[src/verilog/media_pcs_pkg.sv]
// Constants shared by the media SerDes PCS register block
package media_pcs_pkg;

  localparam int ADDR_W   = 5;
  localparam int DATA_W   = 16;
  localparam int SERDES_W = 10;
  localparam int BYTE_W   = 8;

  // Register offsets
  localparam logic [ADDR_W-1:0] CTRL_ADDR = 5'h17;
  localparam logic [ADDR_W-1:0] STAT_ADDR = 5'h18;
  localparam logic [ADDR_W-1:0] ADV_ADDR  = 5'h19;

  // Control register fields
  localparam int CTRL_RF_HI      = 15;
  localparam int CTRL_RF_LO      = 14;
  localparam int CTRL_PAR_DET    = 13;
  localparam int CTRL_FORCE_ADV  = 11;
  localparam int CTRL_RX_POL     = 6;
  localparam int CTRL_TX_POL     = 5;
  localparam int CTRL_ODD_INH    = 4;
  localparam int CTRL_FORCE_HLS  = 2;
  localparam int CTRL_FORCE_FAR_END_FAULT_INDICATION = 1;
  localparam int CTRL_FAR_END_FAULT_INDICATION_VAL   = 0;

  // Status register fields
  localparam int ST_SYNC_FAIL  = 15;
  localparam int ST_CG_BAD     = 14;
  localparam int ST_LINK_100   = 13;
  localparam int ST_LINK_10    = 12;
  localparam int ST_LP_RESTART = 11;
  localparam int ST_RF_HI      = 9;
  localparam int ST_RF_LO      = 8;
  localparam int ST_LP_ASYM    = 7;
  localparam int ST_LP_SYM     = 6;
  localparam int ST_LP_FD      = 5;
  localparam int ST_LP_HD      = 4;
  localparam int ST_LP_AN_CAP  = 3;
  localparam int ST_LINK       = 2;
  localparam int ST_AN_DONE    = 1;
  localparam int ST_SIG_DET    = 0;

  // Reset values
  localparam logic              PAR_DET_RST    = 1'b0;
  localparam logic              FORCE_ADV_RST  = 1'b0;
  localparam logic              RX_POL_RST     = 1'b0;
  localparam logic              TX_POL_RST     = 1'b0;
  localparam logic              ODD_INH_RST    = 1'b1;
  localparam logic              FORCE_HLS_RST  = 1'b0;
  localparam logic              FORCE_FAR_END_FAULT_INDICATION_RST = 1'b0;
  localparam logic              FAR_END_FAULT_INDICATION_VAL_RST   = 1'b0;
  localparam logic [DATA_W-1:0] ADV_RST        = 16'h0000;

  localparam logic [BYTE_W-1:0] PREAMBLE_BYTE  = 8'h55;

  typedef enum logic [1:0] {
    st_idle,
    st_pass,
    st_drop,
    st_delay
  } odd_state_t;

endpackage : media_pcs_pkg

[src/verilog/odd_start_align.sv]
// Transmit byte path with odd-byte start handling
`timescale 1ns/1ps
module odd_start_align
  import media_pcs_pkg::*;
(
  input  wire logic              ref_clk,
  input  wire logic              resetn,
  input  wire logic              inhibit,
  input  wire logic [BYTE_W-1:0] tx_byte_in,
  input  wire logic              tx_en_in,
  input  wire logic              tx_odd_in,
  output logic      [BYTE_W-1:0] tx_byte_out,
  output logic                   tx_en_out
);
  import media_pcs_pkg::*;

  odd_state_t        state_q;
  logic [BYTE_W-1:0] s1_byte_q;
  logic [BYTE_W-1:0] s2_byte_q;
  logic              s1_en_q;
  logic              s2_en_q;

  always_ff @(posedge ref_clk or negedge resetn) begin
    if (!resetn) begin
      s1_byte_q <= 8'h00;
      s2_byte_q <= 8'h00;
      s1_en_q   <= 1'b0;
      s2_en_q   <= 1'b0;
    end else begin
      s1_byte_q <= tx_byte_in;
      s1_en_q   <= tx_en_in;
      s2_byte_q <= s1_byte_q;
      s2_en_q   <= s1_en_q;
    end
  end

  // State describes the byte held in the first stage
  always_ff @(posedge ref_clk or negedge resetn) begin
    if (!resetn) begin
      state_q <= st_idle;
    end else begin
      case (state_q)
        st_idle: begin
          if (tx_en_in && !tx_odd_in) begin
            state_q <= st_pass;
          end else if (tx_en_in && inhibit) begin
            state_q <= st_drop;
          end else if (tx_en_in) begin
            state_q <= st_delay;
          end
        end
        st_pass, st_drop: begin
          state_q <= tx_en_in ? st_pass : st_idle;
        end
        st_delay: begin
          if (!tx_en_in && !s1_en_q) begin
            state_q <= st_idle;
          end
        end
        default: state_q <= st_idle;
      endcase
    end
  end

  always_ff @(posedge ref_clk or negedge resetn) begin
    if (!resetn) begin
      tx_byte_out <= 8'h00;
      tx_en_out   <= 1'b0;
    end else if (state_q == st_delay) begin
      tx_byte_out <= s2_byte_q;
      tx_en_out   <= s2_en_q;
    end else begin
      tx_byte_out <= s1_byte_q;
      tx_en_out   <= s1_en_q && (state_q != st_drop);
    end
  end
endmodule : odd_start_align

[src/verilog/media_serdes_pcs_regs.sv]
// Media SerDes PCS control, status and advertised ability registers
`timescale 1ns/1ps
module media_serdes_pcs_regs
  import media_pcs_pkg::*;
(
  input  wire logic                ref_clk,
  input  wire logic                resetn,
  input  wire logic [ADDR_W-1:0]   reg_addr,
  input  wire logic [DATA_W-1:0]   reg_wdata,
  input  wire logic                reg_wr,
  input  wire logic                reg_rd,
  output logic      [DATA_W-1:0]   reg_rdata,
  input  wire logic                an_enable,
  input  wire logic [1:0]          remote_fault_sent,
  input  wire logic [DATA_W-1:0]   generated_code_word,
  input  wire logic                sync_fail_evt,
  input  wire logic                cg_bad_evt,
  input  wire logic                link_100,
  input  wire logic                link_10,
  input  wire logic                lp_an_restart,
  input  wire logic [1:0]          lp_remote_fault,
  input  wire logic                lp_pause_asym,
  input  wire logic                lp_pause_sym,
  input  wire logic                lp_full_duplex,
  input  wire logic                lp_half_duplex,
  input  wire logic                lp_an_capable,
  input  wire logic                media_link,
  input  wire logic                an_complete,
  input  wire logic                signal_detect,
  input  wire logic                auto_far_end_fault_indication,
  input  wire logic [SERDES_W-1:0] serdes_rx_in,
  output logic      [SERDES_W-1:0] serdes_rx_out,
  input  wire logic [SERDES_W-1:0] serdes_tx_in,
  output logic      [SERDES_W-1:0] serdes_tx_out,
  input  wire logic [BYTE_W-1:0]   tx_byte_in,
  input  wire logic                tx_en_in,
  input  wire logic                tx_odd_in,
  output logic      [BYTE_W-1:0]   tx_byte_out,
  output logic                     tx_en_out,
  output logic                     parallel_detect_en,
  output logic      [DATA_W-1:0]   advertised_code_word,
  output logic                     halt_line_state,
  output logic                     far_end_fault_indication
);
  import media_pcs_pkg::*;

  function automatic logic [SERDES_W-1:0] pol_apply(
    input logic [SERDES_W-1:0] data,
    input logic                inv
  );
    pol_apply = inv ? ~data : data;
  endfunction : pol_apply

  logic              par_det_q;
  logic              force_adv_q;
  logic              rx_pol_q;
  logic              tx_pol_q;
  logic              odd_inh_q;
  logic              force_hls_q;
  logic              force_far_end_fault_indication_q;
  logic              far_end_fault_indication_val_q;
  logic [DATA_W-1:0] adv_q;
  logic              sync_fail_q;
  logic              cg_bad_q;
  logic              sync_fail_d;
  logic              cg_bad_d;
  logic              wr_ctrl;
  logic              wr_adv;
  logic              rd_stat;
  logic [DATA_W-1:0] ctrl_val;
  logic [DATA_W-1:0] stat_val;
  logic [DATA_W-1:0] adv_val;
  logic [DATA_W-1:0] rdata_d;

  assign wr_ctrl = reg_wr && (reg_addr == CTRL_ADDR);
  assign wr_adv  = reg_wr && (reg_addr == ADV_ADDR) && force_adv_q;
  assign rd_stat = reg_rd && (reg_addr == STAT_ADDR);

  // Control register writable bits
  always_ff @(posedge ref_clk or negedge resetn) begin
    if (!resetn) begin
      par_det_q    <= PAR_DET_RST;
      force_adv_q  <= FORCE_ADV_RST;
      rx_pol_q     <= RX_POL_RST;
      tx_pol_q     <= TX_POL_RST;
      odd_inh_q    <= ODD_INH_RST;
      force_hls_q  <= FORCE_HLS_RST;
      force_far_end_fault_indication_q <= FORCE_FAR_END_FAULT_INDICATION_RST;
      far_end_fault_indication_val_q   <= FAR_END_FAULT_INDICATION_VAL_RST;
    end else if (wr_ctrl) begin
      par_det_q    <= reg_wdata[CTRL_PAR_DET];
      force_adv_q  <= reg_wdata[CTRL_FORCE_ADV];
      rx_pol_q     <= reg_wdata[CTRL_RX_POL];
      tx_pol_q     <= reg_wdata[CTRL_TX_POL];
      odd_inh_q    <= reg_wdata[CTRL_ODD_INH];
      force_hls_q  <= reg_wdata[CTRL_FORCE_HLS];
      force_far_end_fault_indication_q <= reg_wdata[CTRL_FORCE_FAR_END_FAULT_INDICATION];
      far_end_fault_indication_val_q   <= reg_wdata[CTRL_FAR_END_FAULT_INDICATION_VAL];
    end
  end

  // Advertised ability register
  always_ff @(posedge ref_clk or negedge resetn) begin
    if (!resetn) begin
      adv_q <= ADV_RST;
    end else if (wr_adv) begin
      adv_q <= reg_wdata;
    end
  end

  assign sync_fail_d = sync_fail_evt || (sync_fail_q && !rd_stat);
  assign cg_bad_d    = cg_bad_evt || (cg_bad_q && !rd_stat);

  always_ff @(posedge ref_clk or negedge resetn) begin
    if (!resetn) begin
      sync_fail_q <= 1'b0;
    end else begin
      sync_fail_q <= sync_fail_d;
    end
  end

  always_ff @(posedge ref_clk or negedge resetn) begin
    if (!resetn) begin
      cg_bad_q <= 1'b0;
    end else begin
      cg_bad_q <= cg_bad_d;
    end
  end

  // Register read values
  always_comb begin
    ctrl_val                  = 16'h0000;
    ctrl_val[CTRL_RF_HI]      = remote_fault_sent[1];
    ctrl_val[CTRL_RF_LO]      = remote_fault_sent[0];
    ctrl_val[CTRL_PAR_DET]    = par_det_q;
    ctrl_val[CTRL_FORCE_ADV]  = force_adv_q;
    ctrl_val[CTRL_RX_POL]     = rx_pol_q;
    ctrl_val[CTRL_TX_POL]     = tx_pol_q;
    ctrl_val[CTRL_ODD_INH]    = odd_inh_q;
    ctrl_val[CTRL_FORCE_HLS]  = force_hls_q;
    ctrl_val[CTRL_FORCE_FAR_END_FAULT_INDICATION] = force_far_end_fault_indication_q;
    ctrl_val[CTRL_FAR_END_FAULT_INDICATION_VAL]   = far_end_fault_indication_val_q;
  end

  always_comb begin
    stat_val                = 16'h0000;
    stat_val[ST_SYNC_FAIL]  = sync_fail_q;
    stat_val[ST_CG_BAD]     = cg_bad_q;
    stat_val[ST_LINK_100]   = link_100;
    stat_val[ST_LINK_10]    = link_10;
    stat_val[ST_LP_RESTART] = lp_an_restart;
    stat_val[ST_RF_HI]      = lp_remote_fault[1];
    stat_val[ST_RF_LO]      = lp_remote_fault[0];
    stat_val[ST_LP_ASYM]    = lp_pause_asym;
    stat_val[ST_LP_SYM]     = lp_pause_sym;
    stat_val[ST_LP_FD]      = lp_full_duplex;
    stat_val[ST_LP_HD]      = lp_half_duplex;
    stat_val[ST_LP_AN_CAP]  = lp_an_capable;
    stat_val[ST_LINK]       = media_link;
    stat_val[ST_AN_DONE]    = an_complete;
    stat_val[ST_SIG_DET]    = signal_detect;
  end

  assign adv_val = force_adv_q ? adv_q : generated_code_word;

  always_comb begin
    rdata_d = 16'h0000;
    if (reg_rd) begin
      case (reg_addr)
        CTRL_ADDR: rdata_d = ctrl_val;
        STAT_ADDR: rdata_d = stat_val;
        ADV_ADDR:  rdata_d = adv_val;
        default:   rdata_d = 16'h0000;
      endcase
    end
  end

  always_ff @(posedge ref_clk or negedge resetn) begin
    if (!resetn) begin
      reg_rdata <= 16'h0000;
    end else begin
      reg_rdata <= rdata_d;
    end
  end

  // Media facing controls
  always_ff @(posedge ref_clk or negedge resetn) begin
    if (!resetn) begin
      advertised_code_word <= ADV_RST;
    end else begin
      advertised_code_word <= adv_val;
    end
  end

  always_ff @(posedge ref_clk or negedge resetn) begin
    if (!resetn) begin
      parallel_detect_en <= 1'b0;
    end else begin
      parallel_detect_en <= par_det_q && an_enable;
    end
  end

  always_ff @(posedge ref_clk or negedge resetn) begin
    if (!resetn) begin
      halt_line_state <= 1'b0;
    end else begin
      halt_line_state <= force_hls_q;
    end
  end

  always_ff @(posedge ref_clk or negedge resetn) begin
    if (!resetn) begin
      far_end_fault_indication <= 1'b0;
    end else if (force_far_end_fault_indication_q) begin
      far_end_fault_indication <= far_end_fault_indication_val_q;
    end else begin
      far_end_fault_indication <= auto_far_end_fault_indication;
    end
  end

  // SerDes data polarity
  always_ff @(posedge ref_clk or negedge resetn) begin
    if (!resetn) begin
      serdes_rx_out <= 10'h000;
      serdes_tx_out <= 10'h000;
    end else begin
      serdes_rx_out <= pol_apply(serdes_rx_in, rx_pol_q);
      serdes_tx_out <= pol_apply(serdes_tx_in, tx_pol_q);
    end
  end

  // Odd start transmit alignment
  odd_start_align u_odd_start_align (
    .ref_clk     (ref_clk),
    .resetn      (resetn),
    .inhibit     (odd_inh_q),
    .tx_byte_in  (tx_byte_in),
    .tx_en_in    (tx_en_in),
    .tx_odd_in   (tx_odd_in),
    .tx_byte_out (tx_byte_out),
    .tx_en_out   (tx_en_out)
  );
endmodule : media_serdes_pcs_regs

[config.mk]
export PLATFORM = sky130hd
export DESIGN_NAME = media_serdes_pcs_regs
export DESIGN_NICKNAME = d
export VERILOG_FILES = /design/src/verilog/media_pcs_pkg.sv /design/src/verilog/odd_start_align.sv /design/src/verilog/media_serdes_pcs_regs.sv
export SDC_FILE = /design/constraint.sdc
export NUM_CORES = 1
export LEC_CHECK = 0
export ABC_AREA = 1
export BUFFER_PORTS_ARGS = -buffer_cell sky130_fd_sc_hd__buf_2
export CAP_MARGIN = 20
export CORE_MARGIN = 2
export CORE_UTILIZATION = 53
export CTS_CLUSTER_DIAMETER = 150
export DETAILED_ROUTE_END_ITERATION = 6
export PLACE_DENSITY = 0.86
export SYNTH_ARGS = -nofsm -noshare
export SYNTH_HDL_FRONTEND = slang
export SYNTH_HIERARCHICAL = 1
export SYNTH_SLANG_ARGS = --single-unit
[constraint.sdc]
create_clock -name ref_clk -period 2.69 [get_ports ref_clk]
set_input_delay 0.1345 -clock ref_clk [delete_from_list [all_inputs] [get_ports ref_clk]]
set_output_delay 0.1345 -clock ref_clk [all_outputs]
set_load 0.005 [all_outputs]
======== After elaboration in Yosys (flattened, before gate mapping) ========
Cells that the tools add are included.
storage, ports and cells
  bits in registers ....................... 110
  output and inout port bits .............. 64
operators by class
  equal/unequal tests ..................... 9
  mux-type cells .......................... 14
  bitwise operators ....................... 2
  reductions and logical operators ........ 20
operators by type and width
  operator                                                number
  case mux 16 bit (3 select lines)                        1
  two-way mux 16 bit                                      2
  two-way mux 10 bit                                      2
  inverter 10 bit                                         2
  equality test 5 bit (second input constant)             3
  logical AND 1 bit                                       11
  two-way mux 2 bit                                       4
  two-way mux 8 bit                                       1
  case mux 2 bit (3 select lines)                         1
  equality test 2 bit (second input constant)             2
  zero test 1 bit                                         4
  inequality test 4 x 2 -> 1 bit (second input constant)  1
  two-way mux 1 bit                                       3
  equality test 2 x 1 -> 1 bit (second input constant)    1
  zero test 2 bit                                         1
  logical OR 1 bit                                        2
  inequality test 2 x 1 -> 1 bit (second input constant)  1
  inequality test 2 bit (second input constant)           1
  AND reduction 2 bit                                     1
  OR reduction 2 bit                                      1

======== Longest topological paths before layout ========
Gate-level depths: netlist of the first run.
  depth in word-level cells ............... 5
  depth in mapped cells ................... 9

======== Hierarchy ========
The synthesis of the first run kept the hierarchy.
by module, submodules not included
  module                 times used  cells an instance  area an instance (um^2)  sequential area each (um^2)
  media_serdes_pcs_regs  1           340                3,395.8                  2,028.2
  odd_start_align        1           76                 948.4                    725.7

======== Worst setup path after synthesis of the first run ========
Ideal clock, no wire load.
  path type ............................... register to register
  start point ............................. register force_adv_q
  end point ............................... register reg_rdata[2]
  library setup time ...................... 63 ps
  data arrival time ....................... 1,033 ps
  path slack .............................. 1,593 ps
  stages on the path, launching flop included .. 10
  period minus slack after synthesis ...... 1,097 ps
  cells stage by stage .................... dfrtp_1 -> buf_4 -> inv_4 -> buf_4 -> nand2_1 -> nand2_1 -> nand2_1 -> nand3_1 -> nand2_1 -> inv_1
between the ends
  longest elaborated chain between the ends .. 3
RTL lines
  element                           line                          text
  from (decl)                       media_serdes_pcs_regs.sv:55   logic force_adv_q;
  from (signal assigned)            media_serdes_pcs_regs.sv:92   force_adv_q <= reg_wdata[CTRL_FORCE_ADV];
  two-way mux 16 bit                media_serdes_pcs_regs.sv:164  assign adv_val = force_adv_q ? adv_q : generated_code_word;
  net adv_val[2]                    media_serdes_pcs_regs.sv:72   logic [DATA_W-1:0] adv_val;
  case mux 16 bit (3 select lines)  media_serdes_pcs_regs.sv:169  case (reg_addr)
  two-way mux 16 bit                media_serdes_pcs_regs.sv:168  if (reg_rd) begin
  net rdata_d[2]                    media_serdes_pcs_regs.sv:73   logic [DATA_W-1:0] rdata_d;
  to (signal assigned)              media_serdes_pcs_regs.sv:182  reg_rdata <= rdata_d;
  to (decl)                         media_serdes_pcs_regs.sv:12   output logic [DATA_W-1:0] reg_rdata,
The timed path passes the listed nets, and every way through them passes these cells.
A chain may end at the register's enable or synchronous reset.

======== Worst setup path after layout of the first run ========
  start point ............................. register force_adv_q
  end point ............................... register adv_q[5]
between the ends
  longest elaborated chain between the ends .. 1
RTL lines
  element               line                          text
  logical AND 1 bit     media_serdes_pcs_regs.sv:76   assign wr_adv = reg_wr && (reg_addr == ADV_ADDR) && force_adv_q;
  to (signal assigned)  media_serdes_pcs_regs.sv:107  adv_q <= reg_wdata;
  to (decl)             media_serdes_pcs_regs.sv:62   logic [DATA_W-1:0] adv_q;
No other way between the ends.

==> results of run 1 <==
flip-flops by register name (all words and copies together), names as in the netlist, 2 cells and up:
register / cells
u_odd_start_align/s1_byte_q: 8
u_odd_start_align/state_q: 2
u_odd_start_align/tx_byte_out: 8
advertised_code_word: 16
u_odd_start_align/s2_byte_q: 8
serdes_tx_out: 10
adv_q: 16
reg_rdata: 16
serdes_rx_out: 10
layer usage:
layer	global-route usage [%]	part of all wire, %	vias to the layer above
li1	-	-	1662
met1	30.8	40	1652
met2	44.9	51	178
met3	4.23	5.4	44
met4	11.8	3.8	0
met5	0	0	-
layout by cell type, fill, tap and decap left out, types with 2 or more instances in the layout:
cell type      instances
ha_1                   3
dfrtp_1              109
o21ai_1                6
o21bai_1               2
dlygate4sd3_1         40
clkbuf_8               9
buf_4                  2
and3_1                 2
nor2_1                 2
nand4_1               16
xor2_1                20
clkinvlp_4             2
buf_2                152
nor2_2                 4
inv_2                  2
a21oi_1                5
nand3_1               23
nand2_1              132
inv_1                 43
o21ai_2               18
o21ai_0                3
clkbuf_1               2
worst max-delay path, cell delays in order, from the launching register on:
cell and delay, ps:
dfrtp_1 820, nand3_4 500, nand2_1 240, o21ai_2 70
timing repair:
| item | in CTS | in global routing |
|---|---|---|
| hold endpoints to repair | 94 | 0 |
| resized for setup | 0 | 0 |
| hold buffers | 40 | 0 |
| setup buffers | 0 | 0 |
cell families (layout without fill, tap and decap cells):
family / Yosys count / after routing / share of synthesized area, %
simple gates: 184 / 184 / 18.8
flops: 110 / 110 / 63.4
buf+inv: 65 / 257 / 7.34
compound gates: 34 / 34 / 5.59
xor+xnor: 20 / 20 / 4.03
fa+ha+maj: 3 / 3 / 0.864
other cells: 0 / 1 / 0
cell type report:
type | count | area, um^2 | share of cell area (%)
Antenna cell | 1 | 2.50 | 0.0437
Clock buffer | 11 | 131 | 2.30
Clock inverter | 5 | 58.8 | 1.03
Inverter | 46 | 175 | 3.06
Multi-Input combinational cell | 241 | 1270 | 22.2
Sequential cell | 110 | 2750 | 48.1
Tap cell | 105 | 131 | 2.30
Timing Repair Buffer | 195 | 1200 | 20.9
report_power, final:
part	internal [mW]	switching [mW]	total (mW)
registers	1.93	0.168	2.10
clock network	0.434	0.536	0.970
logic	0.365	0.425	0.790
total	2.73	1.13	3.86
worst paths after layout:
| path | slack (ps) | cells past startpoint | endpoint |
|---|---|---|---|
| setup reg to reg | 940 | 3 | adv_q[5] |
| max in group asynchronous | 1570 | 3 | odd_inh_q |
| setup / recovery | 940 | 3 | adv_q[5] |
| hold reg to reg | 380 | 0 | u_odd_start_align/s2_byte_q[2] |
| min in group asynchronous | 350 | 2 | serdes_rx_out[7] |
| hold / removal | 9 | 3 | advertised_code_word[10] |
through the flow:
stage	cells	area, um^2	hold WS, ps	total power, mW	worst slack (ps)
after floorplan	416	4340	-161	2.48	1590
after global placement	657	5130	212	2.81	1030
after detailed placement	657	5130	221	2.86	894
after CTS	713	5720	0.594	3.87	997
after global routing	714	5720	5.72	4.10	851
final	714	5720	9.20	3.86	943
==> results.json, run 1 <==
{
  "synthDistinctLibCells": 27,
  "die_width_um": 94.5,
  "synthTopCellsByArea": "dfrtp_1 63%, nand2_1 11%, xor2_1 4.0%",
  "core_area_mm2": 0.00809,
  "ys_top_cells_by_count": "132 x nand2_1, 109 x dfrtp_1, 43 x inv_1",
  "synth_flop_cell": "dfrtp_1",
  "layout-drive-gt1-share_pct": 32.7,
  "pin_count": 154,
  "synth.top_cell.area_share_pct": 62.8,
  "status": "finished clean",
  "fmax_mhz": 572,
  "dr_total_vias": 3536,
  "grt_max_degree": 57,
  "startpoint": "force_adv_q",
  "critPathKind": "reg -> reg",
  "synth_edf_count": 0,
  "cap_violations": 0,
  "vias_per_cell": 4.95,
  "ys_ff_latch": 110,
  "hpwl_mm": 7.25,
  "path_clk_slew_ps": 100,
  "fin_crit_ps": 1750,
  "nNetsFinal": 696,
  "post-route-drc-count": 0,
  "place.gp.congestion": 0.929,
  "r2r-start": "force_adv_q",
  "tightest_slew_ps": 712,
  "ant_nets": 0,
  "fin_setup_tns_ps": 0,
  "yosys_warnings": 6,
  "async_flop_share_pct": 100,
  "rsz0062_at_grt": "false",
  "crit_path_end_kind": "flop",
  "avgRoutedWirePerCell_um": 15.0,
  "overflow": 0,
  "cts_max_level": 3,
  "cp.arrival_ps": 1980,
  "hp-start": "generated_code_word[10]",
  "post-synth-top-count-cell": "nand2_1",
  "syn_avg_cell_area_um2": 10.4,
  "syn-instance-count": 416,
  "tritoncts": "done",
  "fill_cells": 596,
  "first_pass_iters": 5,
  "critPathLaunchType": "flop",
  "clk_latency_ps": 360,
  "dieArea_mm2": 0.00894,
  "finalCritPeriodShare_pct": 64.9,
  "cts-root-buf": "clkbuf_8",
  "peakVddDrop_mv": 0.391,
  "setup_viol": 0,
  "crit_fanout": 32,
  "critical_path_required_ps": 2930,
  "final_core_util_pct": 70.7,
  "rows": 33,
  "start_util_pct": 53.7,
  "p_leak_nw": 3.16,
  "grt_pass1_wl_mm": 17.4,
  "syn_to_final_growth_pct": 31.7,
  "grt_usage_pct": 25.5,
  "clock-sinks": 110,
  "finClkSkew_ps": 7.46,
  "routed_wl_mm": 10.7,
  "cts_inserted_buffers": 9,
  "yosys.area.top_type": "dfrtp_1",
  "finalHoldViolations": 0,
  "slew_violations": 0,
  "ys_seq_area_share_pct": 63.4,
  "synth_area_mm2": 0.00434,
  "p_per_area_mw_per_mm2": 674,
  "portBuffers": 153,
  "clockBufferDepth": 2,
  "grt_pass1_vias": 3743,
  "die_h_um": 94.5,
  "antenna_found_initial": 1,
  "drt_iter0_markers": 171,
  "syn_nets": 509,
  "hold_path_class": "in -> reg",
  "relSlewSlack_pct": 52.5
}
Power figures use the tool's default switching activity.
==> inputs of run 2 (changes only) <==
--- a/config.mk
+++ b/config.mk
@@ -9,10 +9,10 @@
 export BUFFER_PORTS_ARGS = -buffer_cell sky130_fd_sc_hd__buf_2
 export CAP_MARGIN = 20
 export CORE_MARGIN = 2
-export CORE_UTILIZATION = 53
+export CORE_UTILIZATION = 45
 export CTS_CLUSTER_DIAMETER = 150
 export DETAILED_ROUTE_END_ITERATION = 6
-export PLACE_DENSITY = 0.86
+export PLACE_DENSITY = 0.78
 export SYNTH_ARGS = -nofsm -noshare
 export SYNTH_HDL_FRONTEND = slang
 export SYNTH_HIERARCHICAL = 1
==> constraint.sdc (replaced) <==
create_clock -name ref_clk -period 1.6 [get_ports ref_clk]
set_input_delay 0.08 -clock ref_clk [delete_from_list [all_inputs] [get_ports ref_clk]]
set_output_delay 0.08 -clock ref_clk [all_outputs]
set_load 0.005 [all_outputs]
==> results.json, run 2 (synthesis gave the netlist of run 1 again) <==
{
  "status": "finished clean",
  "avgRoutedWirePerCell_um": 14.9,
  "fmax_mhz": 701,
  "cts_max_level": 3,
  "p_total_mw": 6.49,
  "cap_violations": 0,
  "grt_usage_pct": 23.3,
  "critPathKind": "reg -> reg",
  "top_regs": "adv_q: 16 flops, advertised_code_word: 16 flops, reg_rdata: 16 flops",
  "grt_max_degree": 52,
  "startpoint": "force_adv_q",
  "final_cell_mix": "152 x buf_2, 132 x nand2_1, 109 x dfrtp_1",
  "crit_end": "adv_q[5]",
  "finalCritPeriodShare_pct": 89.2,
  "place_area_mm2": 0.00523,
  "finalHoldViolations": 0,
  "dieArea_mm2": 0.0105,
  "vias_per_cell": 4.67,
  "crit_fanout": 32,
  "relSlewSlack_pct": 59.5,
  "final_common_cell": "buf_2",
  "ctsResizeCount": 0,
  "path_clk_slew_ps": 100,
  "rr_worst_depth": 3,
  "critPathLaunchType": "flop",
  "die_width_um": 102,
  "clockBufferDepth": 2,
  "peakVddDrop_mv": 0.555,
  "layout-drive-gt1-share_pct": 32.1,
  "rows": 35,
  "core_area_mm2": 0.00928,
  "nNetsFinal": 736,
  "post-route-drc-count": 0,
  "pin_count": 154,
  "r2r_setup_slack_ps": 170,
  "drt_iter0_markers": 195,
  "fin_crit_ps": 1430,
  "die_h_um": 102,
  "syn_to_final_growth_pct": 41.0,
  "start_util_pct": 46.8,
  "portBuffers": 153,
  "layout.cells.non_filler": 778,
  "antenna_found_initial": 1,
  "grt_pass1_wl_mm": 18.4,
  "cts_inserted_buffers": 9,
  "tightest_slew_ps": 607,
  "slew_violations": 0,
  "numPlacedInstances": 689,
  "clk_latency_ps": 380,
  "overflow": 0,
  "place.gp.congestion": 0.885,
  "dr_total_vias": 3631,
  "p_leak_nw": 3.33,
  "crit_path_end_kind": "flop",
  "rsz0062_at_grt": "false",
  "cts-root-buf": "clkbuf_8",
  "hpwl_mm": 7.47,
  "design_area_mm2": 0.00613,
  "routed_wl_mm": 11.6,
  "clock-sinks": 110,
  "finClkSkew_ps": 17.2,
  "r2r_end": "adv_q[5]",
  "critical_path_required_ps": 1850,
  "grt_pass1_vias": 3811,
  "hold_path_class": "in -> reg",
  "setup_viol": 0,
  "fin_setup_tns_ps": 0,
  "cp.arrival_ps": 1680,
  "ant_nets": 0,
  "r2r-start": "force_adv_q",
  "first_pass_iters": 4,
  "p_per_area_mw_per_mm2": 1060,
  "tritoncts": "done"
}
[run 2: cell count changes in the layout (fill, tap and decap cells not counted), sizes merged]
cell         before  now
buf             155  163
bufinv            1    0
clkbuf           11   10
dlygate4sd3      40   72
clkinv            1    3
[run 2: power breakdown]
part / switching (mW) / leakage, nW / internal, mW
registers: 0.276 / 1.35 / 3.24
logic: 0.752 / 1.90 / 0.687
clock network: 0.953 / 0.0829 / 0.576
[run 2: routing by layer]
| metal | wire length, um | global-route usage (%) | share of wire (%) | vias up |
|---|---|---|---|---|
| li1 | - | - | - | 1747 |
| met1 | 4490 | 26.2 | 39 | 1703 |
| met2 | 6100 | 43.6 | 53 | 160 |
| met3 | 726 | 5.06 | 6.3 | 21 |
| met4 | 263 | 7.49 | 2.3 | 0 |
| met5 | 0 | 0 | 0 | - |
[run 2: through the flow]
stage	worst slack, ps	utilization [%]	hold slack, ps
floorplan	503	-	-216
global placement	282	56.3	17.2
detailed placement	212	56.3	28.7
CTS	155	66.0	29.5
global route	10.8	66.0	38.7
finish	173	66.0	51.2
[run 2: cell type report]
| cell class | count | area [um^2] |
|---|---|---|
| fill | 716 | 3160 |
| sequential | 110 | 2750 |
| timing repair buffer | 235 | 1590 |
| multi-input combinational | 241 | 1270 |
| inverter | 46 | 175 |
| tap | 129 | 161 |
| clock buffer | 10 | 128 |
| clock inverter | 6 | 46.3 |
| antenna | 1 | 2.50 |
[run 2: worst min-delay path by stage]
| stage | start | to | slack [ps] | cells after the start |
|---|---|---|---|---|
| 3_3_place_gp | resetn | serdes_tx_out[1] | 20 | 1 |
| 4_1_cts | reg_rd | reg_rdata[6] | 30 | 3 |
| 5_1_grt | reg_rd | reg_rdata[6] | 40 | 3 |
| 2_1_floorplan | resetn | adv_q[0] | -220 | 0 |
| 3_5_place_dp | resetn | serdes_tx_out[1] | 30 | 1 |
| 6_report | reg_rd | reg_rdata[15] | 50 | 3 |
[run 2: critical path, stage by stage, from the launching register on]
cell and delay [ps]:
dfrtp_1 590, nand3_4 420, nand2_1 220, o21ai_2 70
[run 2: what timing repair did]
| action | 4_1_cts | 5_1_grt |
|---|---|---|
| hold endpoints to repair | 137 | 0 |
| hold buffers | 72 | 0 |
| buffers inserted | 0 | 0 |
| setup endpoints to repair | 0 | 0 |
